## src/rtl/jio_map.vh

```
// Constants for the jump, OR, increment and shift execution block.
// Included by the datapath files; definitions only.
`ifndef JIO_MAP_VH
`define JIO_MAP_VH
`define JIO_OP_NONE      3'h0
`define JIO_OP_JUMP      3'h1
`define JIO_OP_OR_IMM    3'h2
`define JIO_OP_INC       3'h3
`define JIO_OP_OR_REG    3'h4
`define JIO_OP_SHL       3'h5
`define JIO_OP_SHR       3'h6
`define JIO_DEST_ACC     1'h0
`define JIO_DEST_FILE    1'h1
`define JIO_JUMP_CYCLES  2'h2
`define JIO_LATCH_HI     6
`define JIO_LATCH_LO     3
`define JIO_ACC_RESET    8'h00
`define JIO_PC_RESET     15'h0000
`endif

```

## src/rtl/jio_alu.v

```verilog
// Combinational result unit for the OR, increment and shift operations.
// Assumes the caller presents the operand fetched from the file register.
`timescale 1ns/1ps
`include "jio_map.vh"
module jio_alu (
  input  wire [2:0] op,
  input  wire [7:0] acc,
  input  wire [7:0] lit,
  input  wire [7:0] file_val,
  input  wire       carry_in,
  output reg  [7:0] result,
  output reg        carry_out,
  output reg        carry_we,
  output wire       zero
);
  always @* begin
    result    = acc;
    carry_out = carry_in;
    carry_we  = 1'b0;
    case (op)
      `JIO_OP_OR_IMM: result = acc | lit;                     // [RULE_04]
      `JIO_OP_INC:    result = file_val + 8'h01;              // [RULE_05]
      `JIO_OP_OR_REG: result = acc | file_val;                // [RULE_07]
      `JIO_OP_SHL: begin
        result    = {file_val[6:0], 1'b0};                    // [RULE_08]
        carry_out = file_val[7];                              // [RULE_08]
        carry_we  = 1'b1;
      end
      `JIO_OP_SHR: begin
        result    = {1'b0, file_val[7:1]};                    // [RULE_09]
        carry_out = file_val[0];                              // [RULE_09]
        carry_we  = 1'b1;
      end
      default: result = acc;
    endcase
  end
  assign zero = (result == 8'h00);                            // [RULE_10]
endmodule // jio_alu

```

## src/rtl/jio_core.v

```verilog
// Execution block: absolute jump, OR immediate/register, increment, zero-fill shifts.
// Assumes an external decoder issues one op per start pulse and waits for busy to fall.
// File register storage is 128 bytes of flip-flops, addressed by a 7-bit index.
//
// Summary of operation
// [RULE_01] The jump loads its 11-bit literal into program counter bits 10 to 0.
// [RULE_02] The jump fills program counter bits 14 to 11 from upper latch bits 6 to 3.
// [RULE_03] The jump is unconditional, takes two cycles and leaves every flag alone.
// [RULE_04] OR immediate ORs the accumulator with an 8-bit literal into the accumulator, touching only zero.
// [RULE_05] Increment adds one to the addressed file register, touching only zero.
// [RULE_06] For increment, OR register and the shifts, destination 0 writes the accumulator and 1 the file.
// [RULE_07] OR register ORs the accumulator with the file register, routed by destination, touching only zero.
// [RULE_08] Left shift sends bit 7 to carry, shifts the rest up and fills bit 0 with zero.
// [RULE_09] Right shift sends bit 0 to carry, shifts the rest down and fills bit 7 with zero.
// [RULE_10] Zero is set when the 8-bit result is zero and cleared otherwise.
`timescale 1ns/1ps
`include "jio_map.vh"
module jio_core (
  input  wire        clk,
  input  wire        sys_rst,
  input  wire        start,
  input  wire [2:0]  op,
  input  wire [10:0] jump_lit,
  input  wire [7:0]  imm_lit,
  input  wire [6:0]  file_addr,
  input  wire        dest,
  input  wire [6:0]  upper_jump_latch,
  output reg  [14:0] pc_q,
  output reg         pc_load_q,
  output reg  [7:0]  acc_q,
  output reg         zero_q,
  output reg         carry_q,
  output reg         busy_q,
  output reg         done_q
);
  localparam ST_IDLE = 1'b0;
  localparam ST_JUMP = 1'b1;

  // Sequencer state
  reg         state_q;
  reg         state_d;
  reg  [1:0]  cyc_q;
  reg  [1:0]  cyc_d;

  // Next values of the visible registers
  reg  [14:0] pc_d;
  reg         pc_load_d;
  reg  [7:0]  acc_d;
  reg         zero_d;
  reg         carry_d;
  reg         busy_d;
  reg         done_d;

  // File register storage and its read port
  reg  [7:0]  file_q [0:127];
  wire [7:0]  file_rd;

  // Result unit outputs
  wire [7:0]  result;
  wire        carry_out;
  wire        carry_we;
  wire        zero;

  // Decode helpers
  wire        is_jump;
  wire        is_alu;
  wire        file_op;
  wire        take;
  wire        acc_we;
  wire        file_we;
  wire [14:0] jump_target;

  assign is_jump = (op == `JIO_OP_JUMP);
  assign is_alu  = (op == `JIO_OP_OR_IMM) || (op == `JIO_OP_INC) || (op == `JIO_OP_OR_REG) ||
                   (op == `JIO_OP_SHL) || (op == `JIO_OP_SHR);
  assign file_op = is_alu && (op != `JIO_OP_OR_IMM);

  // A request is only taken while the sequencer is idle; starts during a jump are dropped
  assign take    = start && !busy_q && (state_q == ST_IDLE);

  // Immediate OR has no destination bit, so it always lands in the accumulator
  assign acc_we  = take && is_alu &&
                   ((op == `JIO_OP_OR_IMM) || (dest == `JIO_DEST_ACC));  // [RULE_04] [RULE_06]
  assign file_we = take && file_op && (dest == `JIO_DEST_FILE);          // [RULE_06]

  // One shared read port; the addressed byte feeds every file operation
  assign file_rd = file_q[file_addr];

  // Only latch bits 6 to 3 reach the counter; latch bits 2 to 0 are ignored
  assign jump_target = {upper_jump_latch[`JIO_LATCH_HI:`JIO_LATCH_LO], jump_lit}; // [RULE_01] [RULE_02]

  jio_alu u_alu (
    .op        (op),
    .acc       (acc_q),
    .lit       (imm_lit),
    .file_val  (file_rd),
    .carry_in  (carry_q),
    .result    (result),
    .carry_out (carry_out),
    .carry_we  (carry_we),
    .zero      (zero)
  );

  // File registers reset to zero so reads are defined from the start
  genvar gi;
  generate
    for (gi = 0; gi < 128; gi = gi + 1) begin : g_file
      always @(posedge clk) begin
        if (sys_rst) begin
          file_q[gi] <= 8'h00;
        end else if (file_we && (file_addr == gi)) begin
          file_q[gi] <= result;                                         // [RULE_05] [RULE_06]
        end
      end
    end
  endgenerate

  // Next-state logic for the sequencer and all visible registers
  always @* begin
    state_d   = state_q;
    cyc_d     = cyc_q;
    pc_d      = pc_q;
    pc_load_d = 1'b0;
    acc_d     = acc_q;
    zero_d    = zero_q;
    carry_d   = carry_q;
    busy_d    = busy_q;
    done_d    = 1'b0;
    case (state_q)
      ST_IDLE: begin
        if (take && is_jump) begin
          // No condition is examined and no flag is written
          pc_d      = jump_target;                                      // [RULE_01] [RULE_02] [RULE_03]
          pc_load_d = 1'b1;
          busy_d    = 1'b1;
          cyc_d     = 2'h1;
          state_d   = ST_JUMP;
        end else if (take && is_alu) begin
          if (acc_we) begin
            acc_d = result;                                             // [RULE_04] [RULE_06]
          end
          // Every ALU op here affects zero; only the shifts touch carry
          zero_d = zero;                                                // [RULE_10]
          if (carry_we) begin
            carry_d = carry_out;                                        // [RULE_08] [RULE_09]
          end
          done_d = 1'b1;
        end
      end
      ST_JUMP: begin
        // Second cycle of the jump is the pipeline refill slot
        if (cyc_q == `JIO_JUMP_CYCLES - 2'h1) begin                     // [RULE_03]
          busy_d  = 1'b0;
          done_d  = 1'b1;
          cyc_d   = 2'h0;
          state_d = ST_IDLE;
        end else begin
          cyc_d = cyc_q + 2'h1;
        end
      end
      default: begin
        // Unreachable with a one-bit state; recover to idle anyway
        busy_d  = 1'b0;
        cyc_d   = 2'h0;
        state_d = ST_IDLE;
      end
    endcase
  end

  // Sequencer registers
  always @(posedge clk) begin
    if (sys_rst) begin
      state_q <= ST_IDLE;
      cyc_q   <= 2'h0;
      busy_q  <= 1'b0;
      done_q  <= 1'b0;
    end else begin
      state_q <= state_d;
      cyc_q   <= cyc_d;
      busy_q  <= busy_d;
      done_q  <= done_d;
    end
  end

  // Program counter and its load pulse
  always @(posedge clk) begin
    if (sys_rst) begin
      pc_q      <= `JIO_PC_RESET;
      pc_load_q <= 1'b0;
    end else begin
      pc_q      <= pc_d;
      pc_load_q <= pc_load_d;
    end
  end

  // Accumulator
  always @(posedge clk) begin
    if (sys_rst) begin
      acc_q <= `JIO_ACC_RESET;
    end else begin
      acc_q <= acc_d;
    end
  end

  // Status flags; a jump leaves both untouched because the next values hold them
  always @(posedge clk) begin
    if (sys_rst) begin
      zero_q  <= 1'b0;
      carry_q <= 1'b0;
    end else begin
      zero_q  <= zero_d;
      carry_q <= carry_d;
    end
  end

  // Limitation: file writes and reads share one port, so a result is visible
  // to the next op one cycle later, which matches the one-op-per-cycle issue.
endmodule // jio_core

```

## config.mk

```make
export PLATFORM = sky130hd
export DESIGN_NAME = jio_core
export DESIGN_NICKNAME = d
export VERILOG_FILES = /design/src/rtl/jio_alu.v /design/src/rtl/jio_core.v
export VERILOG_INCLUDE_DIRS = /design/src /design/src/rtl
export SDC_FILE = /design/constraint.sdc
export NUM_CORES = 2
export LEC_CHECK = 0
export BUFFER_PORTS_ARGS = -buffer_cell sky130_fd_sc_hd__buf_2
export CAP_MARGIN = 10
export CORE_MARGIN = 1.5
export CORE_UTILIZATION = 55
export DETAILED_ROUTE_END_ITERATION = 12
export PLACE_DENSITY = 0.68
export SYNTH_ARGS = -nofsm -noshare
export SYNTH_HDL_FRONTEND = slang
export SYNTH_SLANG_ARGS = --single-unit
```

## constraint.sdc

```tcl
create_clock -name clk -period 5.9 [get_ports clk]
set_clock_uncertainty 0.05 [all_clocks]
set_input_delay 0.59 -clock clk [delete_from_list [all_inputs] [get_ports clk]]
set_output_delay 0.59 -clock clk [all_outputs]
set_load 0.02 [all_outputs]
```

# Yosys cells after proc, flatten, opt, wreduce, memory -nomap -nowiden

Memory sizes are Yosys's and may differ from the RTL's.
Index checks and enable logic that the tools add are counted.

Memories: 1
Bits in writable memories: 1024
Output and inout bits: 28
Word-level logic and storage cells: 964
Register bits after elaboration: 31

Memories:

| memory | words | bits a word | read ports | clocked after Yosys merged registers in | write ports | RTL line      | RTL |
|---|---|---|---|---|---|---|---|
| file_q | 128   | 8           | 1          | 0                                       | 128         | jio_core.v:55 | `reg [7:0] file_q [0:127];` |

Multiplexer cells: 530
Reduce and logical (&&, ||, !) cells: 152
Equal/unequal tests: 137
$add $sub $neg: 2
Bitwise logic cells: 133

Operators with widths:

| operator                                               | number |
|---|---|
| two-way mux 8 bit                                      | 128 |
| == test 7 bit (second input constant)                  | 64 |
| two-way mux 1 bit                                      | 394 |
| == test 7 x 6 -> 1 bit (second input constant)         | 32 |
| logical AND 1 bit                                      | 136 |
| OR 1 bit                                               | 128 |
| == test 7 x 5 -> 1 bit (second input constant)         | 16 |
| == test 7 x 4 -> 1 bit (second input constant)         | 8 |
| one-hot mux 8 bit (5 select lines)                     | 1 |
| == test 7 x 3 -> 1 bit (second input constant)         | 4 |
| OR 8 bit                                               | 2 |
| == test 7 x 2 -> 1 bit (second input constant)         | 2 |
| == test 3 bit (second input constant)                  | 3 |
| adder 8 x 1 -> 8 bit (second input constant)           | 1 |
| logical NOT 8 bit                                      | 1 |
| one-hot mux 1 bit (2 select lines)                     | 4 |
| == test 7 x 1 -> 1 bit (second input constant)         | 1 |
| logical NOT 7 bit                                      | 1 |
| == test 3 x 2 -> 1 bit (second input constant)         | 2 |
| logical OR 1 bit                                       | 5 |
| AND reduction 5 bit                                    | 1 |
| two-way mux 2 bit                                      | 2 |
| inequality test 2 x 1 -> 1 bit (second input constant) | 2 |
| one-hot mux 2 bit (2 select lines)                     | 1 |
| other kinds (11)                                       | 15 |

# Depth between registers and ports, before layout

Depth after elaboration: 13
Depth in mapped cells: 20
Depth with buffers taken out: 12

# Hierarchy

From an unflattened synthesis, not the netlist that was laid out.

Cell total of the unflattened synthesis: 3510
Area total of the unflattened synthesis: 51371.8 µm²

Modules (own cells, without submodules):

| module   | cells an instance | sequential area each (µm²) | area each (µm²) | times used |
|---|---|---|---|---|
| jio_core | 3397              | 31370.1                    | 50652.3         | 1 |
| jio_alu  | 113               | 0.0                        | 719.4           | 1 |

# Worst setup path before layout

Ideal clock, no wire load.

Kind: in2reg
Start: input port file_addr[1]
End: memory file_q[100][2] (data pin)
Required time: 5.584 ns
Library setup time: 0.266 ns
Data arrival time: 3.920 ns
Buffers on the path: 6
Slack: 1.664 ns
Stages: 17
Path through: buf_4 buf_6 buf_6 buf_6 mux4_2 a22oi_1 a21oi_1 nor4b_1 a32oi_1 ha_1 or3_1 o2111ai_1 o311ai_0 o21ai_0 clkbuf_1 buf_1 nor2_1

RTL lines:

| element            | RTL line      | RTL |
|---|---|---|
| start: declaration | jio_core.v:25 | `input wire [6:0] file_addr,` |
| end: declaration   | jio_core.v:55 |  |

==> metrics.cfg <==
[timing]
setup_tns_ps = 0
fmax_mhz = 206.5
rsz0062_at_grt = no
finalSetupViolations = 0
slew_violations = 0
whs_ps = 82.35
worstMarginPinSlew_ps = 1373
hold_viol = 0
period_needed_ps = 4843
min_period_over_period_pct = 82.08
relSlewSlack_pct = 6.075

[routing]
drc = 0
post_drt_wl_per_cell_um = 28.49
drtIter0Drc = 4512
vias = 30980
postRouteAntennaNets = 0
drtPass1Iterations = 7
viasPerCell = 6.451
routed_wl_um = 136800

[critical_path]
worstPathCellList = buf_8 -> buf_12 -> buf_4 -> mux2i_1 -> a22oi_1 -> and3_1 -> a311oi_1 -> a311oi_1 -> buf_4 -> or3_1 -> and4b_1 -> xor2_1 -> a2111oi_4 -> buf_12 -> buf_12 -> nor2_1
cp-start-kind = input pin
criticalPathCategory = in2reg
critical-path-top-delay-family = buffers and inverters
cp_max_fo = 45
r2r_start = file_q[24][2]
critPathBufInv = 6
slowest_delay_ps = 620
rr_worst_depth = 12
required_ps = 6260
regToRegEndpoint = file_q[22][5]
path_common_cell = buf_12
cp.arrival_ps = 5200
slowest_stage = a311oi_1
critPathCaptureType = flop
r2r_slack_ps = 1410

[power]
p_leak_nw = 19.70
power_density_nw_per_um2 = 316.2
finalPower_mw = 16.97
irDropWorstVdd_mv = 0.2368

[global_route]
antenna_found_initial = 2
track_usage_pct = 30.62
overflow = 0
grt_pass1_vias = 30460
grt_pass1_wl_um = 200600
grt_max_degree = 129

[floorplan]
core_sq_um = 86890
io_pins = 68
die_height_um = 299.3
die_x_um = 299.3
start_util_pct = 55.57
row_count = 108
die_area_sq_um = 89580

[run_status]
status = complete, no violations

[logic_synthesis]
ys.flop_type = edfxtp_1
async_reset_ff_share_pct = 0
yosysSeqAreaShare_pct = 64.97
syn_avg_cell_area_sq_um = 13.77
yosysMostFrequentCell = edfxtp_1
synth_edf_count = 1024
synth_top_cell_area_share_pct = 63.68
netlist_area_sq_um = 48290
synth_area_leaders = edfxtp_1, mux4_2, nor2_1
synth_top_area_cell = edfxtp_1
synthCells = 3506
ys_warn_count = 0
synth_common_cells = edfxtp_1, nor2_1, nand2_1
ys_ff_latch = 1055
synth_cell_types = 74
syn_nets = 3547

[clock_network]
clk_pin_slew_worst_paths_ps = 60
root_buffer = clkbuf_16
clock-sinks = 1055
clockBufferDepth = 3
cts_setup_buffers = 0
hold_buffers = 0
insertion_delay_ps = 710
numCtsBuffers = 108
cts_tree = yes
htreeDepth = 3
ctsResizeCount = 0

[placement]
dp_hpwl_um = 89980
dpl-instance-area_sq_um = 50290
place_congestion = 0.9422
dp.cells = 4599
io_buffer_count = 64

[layout]
design_area_sq_um = 53680
area_growth_pct = 11.18
drive_above_1_share_pct = 19.39
layout.nets = 3595
stdcell_count = 4802

[worst_hold_path]
hold_depth = 3
hold_end = pc_q[1]
hp-start = jump_lit[1]
worstHoldPathType = in2reg

[flow_run]
maxCapViolCount = 0

-- worst max-delay path by stage --
stage	start	endpoint	cells after the start
floorplan	file_addr[1]	file_q[100][2]	17
global placement	file_addr[1]	zero_q	16
detailed placement	file_addr[1]	zero_q	16
CTS	file_addr[1]	zero_q	16
global route	file_addr[1]	file_q[106][4]	15
finish	file_addr[1]	file_q[22][5]	16
-- kinds of logic after synthesis --
group / Yosys count / synth area share, %
XOR/XNOR: 4 / 0.07257
multiplexers: 372 / 13.04
AND/OR/NAND/NOR: 1412 / 13.09
AO/OA/AOI/OAI: 369 / 5.491
buffers and inverters: 293 / 3.317
flip-flops: 1055 / 64.97
adder cells (fa/ha/maj): 1 / 0.02591
-- sequential cells by signal, summed over array words and instances, names as in the netlist --
register   count
file_q      1024
acc_q          8
carry_q        1
done_q         1
pc_q          15
busy_q         1
pc_load_q      1
cyc_q          2
zero_q         1
state_q        1
-- power breakdown --
group | switching (mW) | internal (mW)
Sequential | 0.0756 | 8.44
Combinational | 1.24 | 0.549
Clock | 2.88 | 3.79
Total | 4.20 | 12.8
-- final cells by class --
cell class / count / area (sq um)
Antenna cell: 1 / 2.502
Clock buffer: 148 / 2905
Clock inverter: 54 / 480.5
Fill cell: 6342 / 33210
Inverter: 9 / 33.78
Multi-Input combinational cell: 2158 / 15440
Sequential cell: 1055 / 31370
Tap cell: 1155 / 1445
Timing Repair Buffer: 222 / 2004
-- worst min-delay path: stages --
cell,delay [ps]
buf_2,100
nand2_1,40
a21oi_1,50
-- stage by stage --
stage	setup WS [ps]	util [%]
final	1057	61.78
after global routing	931.1	61.78
after CTS	1186	61.78
after detailed placement	489.2	57.88
after global placement	519.8	57.88
after floorplan	1664	-
-- metal layers --
metal	vias up	share of wire [%]	wire length, um	track usage (%)
met5	-	0.016	22	0
met4	4	3.9	5278	11.50
met3	305	12	16100	5.835
met2	2055	47	64710	48.19
met1	15600	37	50710	42.85
li1	13010	-	-	-
-- layout by cell type, fill, tap and decap left out, drive strengths merged, types with 23 or more instances in the layout --
| cell | netlist | layout |
|---|---|---|
| a211oi | 23 | 23 |
| a21o | 129 | 129 |
| a21oi | 54 | 54 |
| a22oi | 57 | 57 |
| buf | 145 | 221 |
| clkbuf | 139 | 149 |
| clkinv | 2 | 43 |
| dfxtp | 31 | 31 |
| edfxtp | 1024 | 1024 |
| mux2i | 153 | 153 |
| mux4 | 204 | 204 |
| nand2 | 211 | 211 |
| nand3 | 23 | 23 |
| nor2 | 1083 | 1083 |
| o21ai | 26 | 26 |
(Power assumes the default switching activity.)
